--- config.mk ---
export PLATFORM = sky130hd
export DESIGN_NAME = compare_and_pwm_unit
export DESIGN_NICKNAME = d
export VERILOG_FILES = /design/src/hw/ccp_pkg.sv /design/src/hw/compare_and_pwm_unit.sv
export VERILOG_INCLUDE_DIRS = /design/src /design/src/hw
export SDC_FILE = /design/constraint.sdc
export NUM_CORES = 1
export LEC_CHECK = 0
export ABC_AREA = 0
export BUFFER_PORTS_ARGS = -buffer_cell sky130_fd_sc_hd__buf_2
export CORE_MARGIN = 8
export CORE_UTILIZATION = 54
export CTS_BUF_LIST = sky130_fd_sc_hd__clkbuf_4 sky130_fd_sc_hd__clkbuf_8
export CTS_CLUSTER_DIAMETER = 30
export DETAILED_ROUTE_END_ITERATION = 6
export PLACE_DENSITY = 0.79
export SYNTH_ARGS = -nofsm -noshare
export SYNTH_HDL_FRONTEND = slang
export SYNTH_SLANG_ARGS = --single-unit
--- constraint.sdc ---
create_clock -name pclk -period 2.15 [get_ports pclk]
set_input_delay 0.1075 -clock pclk [delete_from_list [all_inputs] [get_ports pclk]]
set_output_delay 0.1075 -clock pclk [all_outputs]
set_load 0.1 [all_outputs]
--- src/hw/ccp_defs.svh ---
// register offsets, field positions and reset values of the compare and pwm unit
// Functional notes
// - compare full 16-bit value with timer one
// - match performs action chosen by mode field
// - every compare mode sets flag on match
// - zero control clears latch, releases pin
// - mode 1010 flags only, pin untouched
// - mode 1011 resets timer, starts conversion
// - trigger at match, timer cleared next tick
// - trigger reset never sets overflow flag
// - removed match cancels pending timer reset
// - pwm drives pin; cleared direction bit enables driver
// - period is (limit+1)*4*osc*prescale
// - period match clears timer, sets pin unless new duty is zero, latches
// - postscaler ignored for pwm period
// - duty is low byte plus fraction bits
// - duty writes anytime, applied at period end
// - active duty read-only during pwm
// - active duty plus 2-bit latch buffer
// - time base is timer two plus two bits
// - time base equal duty drives pin low
// - limit 255 gives full 10-bit resolution
// - duty beyond period leaves pin unchanged
`ifndef CCP_DEFS_SVH
`define CCP_DEFS_SVH

`define OFS_CMP_LOW      8'h00
`define OFS_CMP_HIGH     8'h04
`define OFS_CONTROL      8'h08
`define OFS_PERIOD       8'h0c
`define OFS_T1_LOW       8'h10
`define OFS_T1_HIGH      8'h14
`define OFS_T2_COUNT     8'h18
`define OFS_T2_CONTROL   8'h1c
`define OFS_IRQ_FLAGS    8'h20
`define OFS_IRQ_ENABLE   8'h24
`define OFS_AUX          8'h28

`define RST_CONTROL      8'h00
`define RST_PERIOD       8'hff
`define RST_T2_COUNT     8'h00
`define RST_T2_CONTROL   8'h00
`define RST_DIRECTION    1'b1

`define FLAG_T1_OVF      0
`define FLAG_T2_MATCH    1
`define FLAG_UNIT        2
`define FLAG_W           3

`define AUX_T1_ON        0
`define AUX_ADC_ON       1
`define AUX_DIRECTION    2
`define AUX_W            3

`define T2_ON_BIT        2
`define PRESC_MAX_1      4'h0
`define PRESC_MAX_4      4'h3
`define PRESC_MAX_16     4'hf

`endif

--- src/hw/ccp_pkg.sv ---
// types of the compare and pwm unit
package ccp_pkg;
	typedef enum logic [3:0] {
		MODE_OFF     = 4'b0000,
		MODE_TOGGLE  = 4'b0010,
		MODE_SET     = 4'b1000,
		MODE_CLEAR   = 4'b1001,
		MODE_SWINT   = 4'b1010,
		MODE_SPECIAL = 4'b1011
	} unit_mode_t;
	typedef logic [7:0]  byte_t;
	typedef logic [31:0] word_t;
endpackage : ccp_pkg

--- src/hw/compare_and_pwm_unit.sv ---
// compare and pwm unit with its two timers behind an apb slave
`timescale 1ns/1ps
`include "ccp_defs.svh"

module compare_and_pwm_unit (
	// apb slave
	input  wire logic           pclk,
	input  wire logic           presetn,
	input  wire logic           psel,
	input  wire logic           penable,
	input  wire logic           pwrite,
	input  wire logic [7:0]     paddr,
	input  wire ccp_pkg::word_t pwdata,
	output logic                pready,
	output ccp_pkg::word_t      prdata,
	output logic                pslverr,
	// unit output pin
	output logic                unit_pin_out,
	output logic                unit_pin_oe,
	// special event trigger
	output logic                special_event,
	output logic                adc_start
);
	import ccp_pkg::*;

	////////////////////////////////////////////////////////////////////////////////
	// decode helpers

	function automatic logic is_pwm(input logic [3:0] m);
		is_pwm = (m[3:2] == 2'b11);
	endfunction : is_pwm

	function automatic logic is_compare(input logic [3:0] m);
		is_compare = (m == MODE_TOGGLE) || (m == MODE_SET) || (m == MODE_CLEAR) ||
			(m == MODE_SWINT) || (m == MODE_SPECIAL);
	endfunction : is_compare

	// only these modes own the pin; 1010 and 1011 leave it to the port
	function automatic logic owns_pin(input logic [3:0] m);
		owns_pin = (m == MODE_TOGGLE) || (m == MODE_SET) || (m == MODE_CLEAR) || is_pwm(m);
	endfunction : owns_pin

	////////////////////////////////////////////////////////////////////////////////
	// state

	logic [1:0]  phase_r,      phase_nxt;
	logic [15:0] t1_r,         t1_nxt;
	logic [7:0]  t2_r,         t2_nxt;
	logic [3:0]  pre_r,        pre_nxt;
	logic [15:0] cmp_r,        cmp_nxt;
	byte_t       ctrl_r,       ctrl_nxt;
	byte_t       period_r,     period_nxt;
	byte_t       t2ctl_r,      t2ctl_nxt;
	logic [`FLAG_W-1:0] flags_r, flags_nxt;
	logic [`FLAG_W-1:0] ien_r,   ien_nxt;
	logic [`AUX_W-1:0]  aux_r,   aux_nxt;
	logic [1:0]  duty_lsb_r,   duty_lsb_nxt;
	logic        latch_r,      latch_nxt;
	logic        pwm_r,        pwm_nxt;
	logic        match_prev_r, match_prev_nxt;
	logic        sevt_r,       sevt_nxt;
	logic        adc_r,        adc_nxt;
	logic        pin_out_r,    pin_out_nxt;
	logic        pin_oe_r,     pin_oe_nxt;
	logic        pready_r,     pready_nxt;
	word_t       prdata_r,     prdata_nxt;
	logic        pslverr_r,    pslverr_nxt;

	////////////////////////////////////////////////////////////////////////////////
	// combinational terms

	logic [3:0] mode;
	logic       tick;
	logic       match;
	logic       match_rise;
	logic       wr;
	logic       setup;
	logic [3:0] presc_max;
	logic       t2_step;
	logic       period_hit;
	logic [1:0] base_low;
	logic [9:0] time_base;
	logic [9:0] duty_full;
	logic       mapped;

	always_comb begin
		mode       = ctrl_r[3:0];
		tick       = (phase_r == 2'h3);
		match      = is_compare(mode) && (t1_r == cmp_r);
		match_rise = match && !match_prev_r;
		setup      = psel && !penable;
		wr         = psel && penable && pready_r && pwrite;
		mapped     = (paddr[1:0] == 2'h0) && (paddr <= `OFS_AUX);
		// postscaler bits of timer two control are never looked at here
		unique case (t2ctl_r[1:0])
			2'b00:   presc_max = `PRESC_MAX_1;
			2'b01:   presc_max = `PRESC_MAX_4;
			default: presc_max = `PRESC_MAX_16;
		endcase
		t2_step    = tick && t2ctl_r[`T2_ON_BIT] && (pre_r == presc_max);
		period_hit = t2_step && (t2_r == period_r);
		duty_full  = {cmp_r[15:8], duty_lsb_r};
	end

	////////////////////////////////////////////////////////////////////////////////
	// next state

	always_comb begin
		phase_nxt      = phase_r + 2'h1;
		t1_nxt         = t1_r;
		t2_nxt         = t2_r;
		pre_nxt        = pre_r;
		cmp_nxt        = cmp_r;
		ctrl_nxt       = ctrl_r;
		period_nxt     = period_r;
		t2ctl_nxt      = t2ctl_r;
		flags_nxt      = flags_r;
		ien_nxt        = ien_r;
		aux_nxt        = aux_r;
		duty_lsb_nxt   = duty_lsb_r;
		latch_nxt      = latch_r;
		pwm_nxt        = pwm_r;
		match_prev_nxt = match;
		sevt_nxt       = 1'b0;
		adc_nxt        = 1'b0;
		pready_nxt     = setup;
		pslverr_nxt    = setup && !mapped;
		prdata_nxt     = prdata_r;

		// timer one, one step per instruction cycle
		if (tick && aux_r[`AUX_T1_ON]) begin
			if (mode == MODE_SPECIAL && match) begin
				// pending reset is dropped if the match went away
				t1_nxt = 16'h0000;
			end else begin
				t1_nxt = t1_r + 16'h0001;
				if (t1_r == 16'hffff) begin
					flags_nxt[`FLAG_T1_OVF] = 1'b1;
				end
			end
		end

		// timer two with prescaler
		if (tick && t2ctl_r[`T2_ON_BIT]) begin
			pre_nxt = (pre_r == presc_max) ? 4'h0 : pre_r + 4'h1;
		end
		if (period_hit) begin
			t2_nxt = 8'h00;
			flags_nxt[`FLAG_T2_MATCH] = 1'b1;
		end else if (t2_step) begin
			t2_nxt = t2_r + 8'h01;
		end

		// compare actions
		if (mode == MODE_OFF) begin
			latch_nxt = 1'b0;
		end else if (match_rise) begin
			flags_nxt[`FLAG_UNIT] = 1'b1;
			unique case (mode)
				MODE_TOGGLE: latch_nxt = !latch_r;
				MODE_SET:    latch_nxt = 1'b1;
				MODE_CLEAR:  latch_nxt = 1'b0;
				MODE_SPECIAL: begin
					sevt_nxt = 1'b1;
					adc_nxt  = aux_r[`AUX_ADC_ON];
				end
				default:     latch_nxt = latch_r;
			endcase
		end

		// time base as it stands after this edge, so the pin falls on the very edge that
		// reaches the duty value; comparing the current value would add one clock of width
		// two low time base bits: clock phase at 1:1, else prescaler bits
		unique case (t2ctl_r[1:0])
			2'b00:   base_low = phase_nxt;
			2'b01:   base_low = pre_nxt[1:0];
			default: base_low = pre_nxt[3:2];
		endcase
		time_base = {t2_nxt, base_low};

		// pwm engine
		if (!is_pwm(mode)) begin
			pwm_nxt = 1'b0;
		end else if (period_hit) begin
			cmp_nxt[15:8] = cmp_r[7:0];
			duty_lsb_nxt  = ctrl_r[5:4];
			pwm_nxt       = ({cmp_r[7:0], ctrl_r[5:4]} != 10'h000);
		end else if (time_base == duty_full) begin
			// a duty beyond the period never matches, so the pin holds
			pwm_nxt = 1'b0;
		end

		// register writes; a hardware set of a flag that was clear wins over a software clear
		if (wr) begin
			unique case (paddr)
				`OFS_CMP_LOW:    cmp_nxt[7:0] = pwdata[7:0];
				`OFS_CMP_HIGH: begin
					if (!is_pwm(mode)) begin
						cmp_nxt[15:8] = pwdata[7:0];
					end
				end
				`OFS_CONTROL:    ctrl_nxt   = pwdata[7:0];
				`OFS_PERIOD:     period_nxt = pwdata[7:0];
				`OFS_T1_LOW:     t1_nxt[7:0]  = pwdata[7:0];
				`OFS_T1_HIGH:    t1_nxt[15:8] = pwdata[7:0];
				`OFS_T2_COUNT:   t2_nxt     = pwdata[7:0];
				`OFS_T2_CONTROL: t2ctl_nxt  = pwdata[7:0];
				`OFS_IRQ_FLAGS:  flags_nxt  = pwdata[`FLAG_W-1:0] | (flags_nxt & ~flags_r);
				`OFS_IRQ_ENABLE: ien_nxt    = pwdata[`FLAG_W-1:0];
				`OFS_AUX:        aux_nxt    = pwdata[`AUX_W-1:0];
				default:         ;
			endcase
		end

		// pin drive follows the unit's ownership and the direction bit
		pin_out_nxt = is_pwm(mode) ? pwm_nxt : latch_nxt;
		pin_oe_nxt  = owns_pin(mode) && !aux_r[`AUX_DIRECTION];

		// read data captured in the setup cycle
		if (setup) begin
			prdata_nxt = 32'h0000_0000;
			unique case (paddr)
				`OFS_CMP_LOW:    prdata_nxt[7:0] = cmp_r[7:0];
				`OFS_CMP_HIGH:   prdata_nxt[7:0] = cmp_r[15:8];
				`OFS_CONTROL:    prdata_nxt[7:0] = ctrl_r;
				`OFS_PERIOD:     prdata_nxt[7:0] = period_r;
				`OFS_T1_LOW:     prdata_nxt[7:0] = t1_r[7:0];
				`OFS_T1_HIGH:    prdata_nxt[7:0] = t1_r[15:8];
				`OFS_T2_COUNT:   prdata_nxt[7:0] = t2_r;
				`OFS_T2_CONTROL: prdata_nxt[7:0] = t2ctl_r;
				`OFS_IRQ_FLAGS:  prdata_nxt[`FLAG_W-1:0] = flags_r;
				`OFS_IRQ_ENABLE: prdata_nxt[`FLAG_W-1:0] = ien_r;
				`OFS_AUX:        prdata_nxt[`AUX_W-1:0]  = aux_r;
				default:         ;
			endcase
		end
	end

	////////////////////////////////////////////////////////////////////////////////
	// registers

	always_ff @(posedge pclk or negedge presetn) begin
		if (!presetn) begin
			phase_r      <= 2'h0;
			t1_r         <= 16'h0000;
			t2_r         <= `RST_T2_COUNT;
			pre_r        <= 4'h0;
			cmp_r        <= 16'h0000;
			ctrl_r       <= `RST_CONTROL;
			period_r     <= `RST_PERIOD;
			t2ctl_r      <= `RST_T2_CONTROL;
			flags_r      <= '0;
			ien_r        <= '0;
			aux_r        <= {`RST_DIRECTION, 2'b00};
			duty_lsb_r   <= 2'h0;
			latch_r      <= 1'b0;
			pwm_r        <= 1'b0;
			match_prev_r <= 1'b0;
			sevt_r       <= 1'b0;
			adc_r        <= 1'b0;
			pin_out_r    <= 1'b0;
			pin_oe_r     <= 1'b0;
			pready_r     <= 1'b0;
			prdata_r     <= 32'h0000_0000;
			pslverr_r    <= 1'b0;
		end else begin
			phase_r      <= phase_nxt;
			t1_r         <= t1_nxt;
			t2_r         <= t2_nxt;
			pre_r        <= pre_nxt;
			cmp_r        <= cmp_nxt;
			ctrl_r       <= ctrl_nxt;
			period_r     <= period_nxt;
			t2ctl_r      <= t2ctl_nxt;
			flags_r      <= flags_nxt;
			ien_r        <= ien_nxt;
			aux_r        <= aux_nxt;
			duty_lsb_r   <= duty_lsb_nxt;
			latch_r      <= latch_nxt;
			pwm_r        <= pwm_nxt;
			match_prev_r <= match_prev_nxt;
			sevt_r       <= sevt_nxt;
			adc_r        <= adc_nxt;
			pin_out_r    <= pin_out_nxt;
			pin_oe_r     <= pin_oe_nxt;
			pready_r     <= pready_nxt;
			prdata_r     <= prdata_nxt;
			pslverr_r    <= pslverr_nxt;
		end
	end

	assign pready        = pready_r;
	assign prdata        = prdata_r;
	assign pslverr       = pslverr_r;
	assign unit_pin_out  = pin_out_r;
	assign unit_pin_oe   = pin_oe_r;
	assign special_event = sevt_r;
	assign adc_start     = adc_r;

endmodule : compare_and_pwm_unit

# ---- Yosys cells after proc, flatten, opt, wreduce, memory -nomap -nowiden
# Index checks and enable logic that the tools add are counted.
dict set report word_totals {
  register_bits 98
  inputBits 45
}
dict set report classes {
  n_addsub 4
  n_lt_le_gt_ge 1
  n_eq_ne 23
  muxes 42
  bitwise_logic 3
  reduce_logical 36
}
# operator n
set op_table {}
lappend op_table {{$mux 8} 11}
lappend op_table {{$mux 16} 4}
lappend op_table {{$pmux 5 s8} 1}
lappend op_table {{$pmux 3 s11} 1}
lappend op_table {{$eq 8x5->1 const B} 4}
lappend op_table {{$eq 8x6->1 const B} 3}
lappend op_table {{$mux 1} 18}
lappend op_table {{$add 16x1->16 const B} 1}
lappend op_table {{$eq 16x16->1} 1}
lappend op_table {{$eq 16x16->1 const B} 1}
lappend op_table {{$eq 4x4->1 const B} 4}
lappend op_table {{$eq 8x4->1 const B} 2}
lappend op_table {{$logic_and 1x1->1} 14}
lappend op_table {{$reduce_and 2->1} 7}
lappend op_table {{$eq 10x10->1} 1}
lappend op_table {{$reduce_bool 10->1} 1}
lappend op_table {{$add 8x1->8 const B} 1}
lappend op_table {{$eq 8x3->1 const B} 1}
lappend op_table {{$eq 8x8->1} 1}
lappend op_table {{$le 8x6->1 const B} 1}
lappend op_table {{$logic_not 8->1} 1}
lappend op_table {{$mux 4} 2}
lappend op_table {{$pmux 4 s2} 1}
lappend op_table {{$mux 3} 2}
lappend op_table {{other kinds (15)} 25}

# ---- Longest topological paths before layout
dict set report logic_depth {
  word_depth 13
  depth_mapped 11
  ltp_nobuf 9
}

# ---- Worst setup path after synthesis
# OpenSTA, ideal clock, no wires.
dict set report synth_timing {
  path_type {reg-to-reg}
  from {reg phase_r[0]}
  to {reg pin_out_r, in the netlist unit_pin_out}
  setup_ns 0.136
  t_arrival_ns 2.226
  required_ns 2.014
  setup_slack_ns -0.212
  path_stages_with_launch 11
  n_path_buf 1
  synth_period_minus_slack_ns 2.362
  path_cell_list {dfrtp_1 -> ha_1 -> nand2_2 -> nor3_4 -> nor2_2 -> buf_6 -> or3_1 -> a32oi_1 -> nand4_1 -> o31ai_2 -> o211ai_1}
}
dict set report synth_via {
  elab_chain_cells 10
  elab_cells_between_ends 14
  classes_between {add/sub: 1; eq/ne: 2; mux: 8; reduce/logical: 3}
}
# item line_no
set synth_rtl {}
lappend synth_rtl {{start, declared} compare_and_pwm_unit.sv:46} ;# logic [1:0] phase_r, phase_nxt;
lappend synth_rtl {{start signal, assigned} compare_and_pwm_unit.sv:267} ;# phase_r <= phase_nxt;
lappend synth_rtl {{$eq 2x2->1} compare_and_pwm_unit.sv:88} ;# tick = (phase_r == 2'h3);
lappend synth_rtl {{$logic_and 1x1->1} {compare_and_pwm_unit.sv:100, compare_and_pwm_unit.sv:144}}
lappend synth_rtl {{$logic_and 1x1->1} compare_and_pwm_unit.sv:100} ;# t2_step = tick && t2ctl_r[`T2_ON_BIT] && (pre_r == presc_max);
lappend synth_rtl {{$mux 8 / $logic_and 1x1->1 (equally long branches)} {compare_and_pwm_unit.sv:150, compare_and_pwm_unit.sv:101}}
lappend synth_rtl {{$mux 8} compare_and_pwm_unit.sv:147} ;# if (period_hit) begin
lappend synth_rtl {{$eq 10x10->1} compare_and_pwm_unit.sv:188} ;# end else if (time_base == duty_full) begin
lappend synth_rtl {{$mux 1} compare_and_pwm_unit.sv:188}
lappend synth_rtl {{$mux 1 (*)} compare_and_pwm_unit.sv:184} ;# end else if (period_hit) begin
lappend synth_rtl {{$mux 1 (*)} compare_and_pwm_unit.sv:182} ;# if (!is_pwm(mode)) begin
lappend synth_rtl {{$mux 1 (*)} compare_and_pwm_unit.sv:216} ;# pin_out_nxt = is_pwm(mode) ? pwm_nxt : latch_nxt;
lappend synth_rtl {{net pin_out_nxt} compare_and_pwm_unit.sv:63} ;# logic pin_out_r, pin_out_nxt;
lappend synth_rtl {{end signal, assigned} compare_and_pwm_unit.sv:284} ;# pin_out_r <= pin_out_nxt;
lappend synth_rtl {{end, declared} compare_and_pwm_unit.sv:63}
# Mark *: on every way through the listed nets, which the timed path passes. The rest lies on a longest branch.
# A chain may end at the register's enable or synchronous reset.

# ---- Worst setup path in the final report
dict set report layout_timing {
  from {reg period_r[1]}
  to {reg pin_out_r, in the netlist unit_pin_out}
}
dict set report layout_via {
  elab_chain_cells 8
}
# item line_no
set layout_rtl {}
lappend layout_rtl {{start, declared} compare_and_pwm_unit.sv:52} ;# byte_t period_r, period_nxt;
lappend layout_rtl {{start signal, assigned} compare_and_pwm_unit.sv:250} ;# period_r <= `RST_PERIOD;
lappend layout_rtl {{start signal, assigned} compare_and_pwm_unit.sv:273} ;# period_r <= period_nxt;
lappend layout_rtl {{$eq 8x8->1 (*)} compare_and_pwm_unit.sv:101} ;# period_hit = t2_step && (t2_r == period_r);
lappend layout_rtl {{$logic_and 1x1->1 (*)} compare_and_pwm_unit.sv:101}
lappend layout_rtl {{$mux 8} compare_and_pwm_unit.sv:147}
lappend layout_rtl {{$eq 10x10->1} compare_and_pwm_unit.sv:188}
lappend layout_rtl {{$mux 1} compare_and_pwm_unit.sv:188}
lappend layout_rtl {{$mux 1 (*)} compare_and_pwm_unit.sv:184}
lappend layout_rtl {{$mux 1 (*)} compare_and_pwm_unit.sv:182}
lappend layout_rtl {{$mux 1 (*)} compare_and_pwm_unit.sv:216}
lappend layout_rtl {{net pin_out_nxt} compare_and_pwm_unit.sv:63}
# Marked as above.

==> impl_metrics.py <==
metrics = {
    "status": {
        "status": "complete, but fails checks",
        "violations": "negative setup slack",
    },
    "floorplanning": {
        "dieArea_mm2": 0.0148,
        "pin_count": 83,
        "num_rows": 38,
        "start_util": 0.556,
        "core_area_mm2": 0.0109,
        "die_w_um": 122,
        "die_h_um": 122,
    },
    "layout": {
        "stdcell_count": 919,
        "final_net_count": 823,
        "syn_to_final_growth_pct": 24.1,
        "stdcell_area_mm2": 0.00751,
        "final_util": 0.689,
        "nFillCells": 864,
        "drive_gt1_frac": 0.358,
        "antennaDiodeCount": 0,
    },
    "clock_network": {
        "clock_sinks": 98,
        "cts_tree": "done",
        "clkTransAtPathRegs_ns": 0.09,
        "cts_max_path_buffers": 2,
        "clockRootBuffer": "clkbuf_8",
        "h-tree-depth": 3,
        "cts_buffers": 9,
        "insertion_delay_ns": 0.39,
    },
    "timing": {
        "finalWorstSetupSlack_ns": -0.363,
        "max_freq_mhz": 398,
        "finClkSkew_ns": 0.0126,
        "setup_viol": 12,
        "whs_ns": 0.0523,
        "relSlewSlack": 0.629,
        "hold_violations": 0,
        "post-route-period-util": 1.17,
        "tns_ns": -1.36,
        "rsz0062_at_grt": "yes",
        "period_needed_ns": 2.51,
        "finalMaxSlewViolations": 0,
        "worst_pin_slew_ns": 0.552,
    },
    "synthesis": {
        "seq_area_frac_synth": 0.407,
        "syn-cell-area_mm2": 0.00605,
        "postSynth.asyncResetShare": 1.00,
        "yosys.area.top_type": "dfrtp_1",
        "synth_edf_count": 0,
        "yosys-top-cells-count": "89 x dfrtp_1, 64 x nand2_1, 45 x nor2_1",
        "synth_flop_cell": "dfrtp_1",
        "synth_area_leaders": "dfrtp_1 37%, mux2_2 6.5%, xor2_1 4.3%, nand2_1 4.0%, dfstp_2 3.9%",
        "avgSynthCellArea_um2": 9.55,
        "ys_types": 74,
        "ys_ff_latch": 98,
        "synth_top_area_share": 0.368,
        "synth_cells": 633,
        "yosysMostFrequentCell": "dfrtp_1",
        "yosysWarnings": 0,
    },
    "route": {
        "drt_first_iter_violations": 526,
        "routed_wirelength_mm": 19.8,
        "wl_per_cell_um": 21.5,
        "drt_pass1_iterations": 5,
        "vias_per_cell": 6.15,
        "ant_nets": 0,
        "vias": 5650,
        "route.detailed.drc": 0,
    },
    "job": {
        "max-cap-violations": 0,
    },
    "critical_path": {
        "cp_data_arrival_time_ns": 2.77,
        "crit_type": "register to register",
        "crit_fanout": 3,
        "ff2ff_path_depth": 8,
        "r2r-start": "period_r[1]",
        "cp-end-kind": "register",
        "crit_required_ns": 2.40,
        "timing.reg2reg.setup_slack_ns": -0.36,
        "start_kind": "register",
        "setup.worst_path.start": "period_r[1]",
    },
    "min_path": {
        "min_from": "paddr[5]",
        "holdCritPathClass": "primary input to register",
        "min_delay_path_depth": 3,
    },
    "global_route": {
        "antenna_found_initial": 0,
        "grt_first_pass_wirelength_mm": 31.1,
        "grt_usage": 0.274,
        "grt_max_degree": 53,
        "grt_pass1_vias": 5623,
        "grt-ovfl-total": 0,
    },
    "place": {
        "hpwl_mm": 15.1,
        "port_buffers": 34,
        "placed_area_mm2": 0.00707,
        "routabilityCongestion": 0.967,
        "placedCellCount": 893,
    },
    "power_and_ir_drop": {
        "cellPowerDensity_mw_per_mm2": 484,
        "power.leakage_nw": 3.49,
        "ir_worst_vdd_v": 0.000373,
    },
}
[worst paths after layout]
check                               end
max in group asynchronous       t1_r[6]
min                             pslverr
min reg2reg                   prdata[2]
max reg2reg                unit_pin_out
max                        unit_pin_out
min in group asynchronous      pre_r[2]
[critical path: stages, from the launching register on]
cell       delay (ns)
dfstp_2          0.57
xor2_2           0.09
nor4_4           0.41
o211ai_1         0.20
o2111a_1         0.29
a2111oi_2        0.21
nand4_1          0.17
o31ai_2          0.31
o211ai_1         0.14
[where the power goes]
part           internal [mW]  switching [mW]
registers               1.86          0.0151
logic                  0.106           0.406
clock network          0.546           0.700
[layout by cell type, fill, tap and decap left out, drive strengths merged, types with 3 or more instances in the layout]
| cell type | instances |
|---|---|
| a22o | 9 |
| clkbuf | 9 |
| and4 | 4 |
| nand3 | 20 |
| o21ai | 40 |
| nor4 | 10 |
| or4 | 7 |
| and2 | 9 |
| a31oi | 3 |
| nor3 | 11 |
| xor2 | 32 |
| o211ai | 4 |
| nand2b | 11 |
| dfrtp | 89 |
| o22ai | 3 |
| ha | 4 |
| mux2i | 14 |
| nand3b | 4 |
| nor2 | 46 |
| inv | 11 |
| a21oi | 28 |
| dfstp | 9 |
| o221ai | 3 |
| conb | 24 |
| and3 | 12 |
| or2 | 4 |
| a2111oi | 3 |
| nand2 | 65 |
| a221oi | 4 |
| xnor2 | 12 |
| a211oi | 4 |
| buf | 161 |
| a22oi | 29 |
| nand4 | 10 |
| mux2 | 37 |
[stage by stage]
step / setup WS, ns / total power, mW
6_report: -0.363 / 3.63
5_1_grt: -0.516 / 3.74
4_1_cts: -0.243 / 3.64
3_5_place_dp: -0.346 / 2.41
3_3_place_gp: -0.261 / 2.41
2_1_floorplan: -0.120 / 2.28
[flip-flops by register name (all words and copies together), names as in the netlist, 3 cells and up]
register,count
cmp_r,16
ien_r,3
ctrl_r,8
period_r,8
pre_r,4
t2_r,8
prdata,8
flags_r,3
aux_r,3
t1_r,16
t2ctl_r,8
[cell families after synthesis]
group / synth area share
flops: 0.407
xor+xnor: 0.0662
fa+ha+maj: 0.00828
compound gates: 0.166
other cells: 0.000620
mux: 0.0921
simple gates: 0.195
buf+inv: 0.0650
[layout make-up]
type | instances | area, um^2 | area share
multi-input cells | 493 | 3460 | 0.460
flip-flops and latches | 98 | 2470 | 0.330
repair buffers | 163 | 1170 | 0.155
well taps | 140 | 175 | 0.0233
clock buffers | 9 | 124 | 0.0165
clock inverters | 7 | 76.3 | 0.0102
inverters | 9 | 33.8 | 0.00450
[per-layer routing]
layer  part of all wire  track usage  wire, um  up-vias
met4              0.054        0.180      1070        0
met3              0.068       0.0458      1350       65
met1               0.40        0.337      7880     2788
met5                  0            0         0        -
li1                   -            -         -     2545
met2               0.48        0.438      9490      252
[repair_timing]
action | in CTS | in global routing
endpoints found under the hold margin | 63 | 0
hold buffers | 2 | 0
gates resized for setup | 6 | 37
endpoints found under the setup margin | 14 | 31
buffers inserted | 11 | 6
pin swaps | 14 | 19
Note: power is estimated with default switching activity, not from simulation.
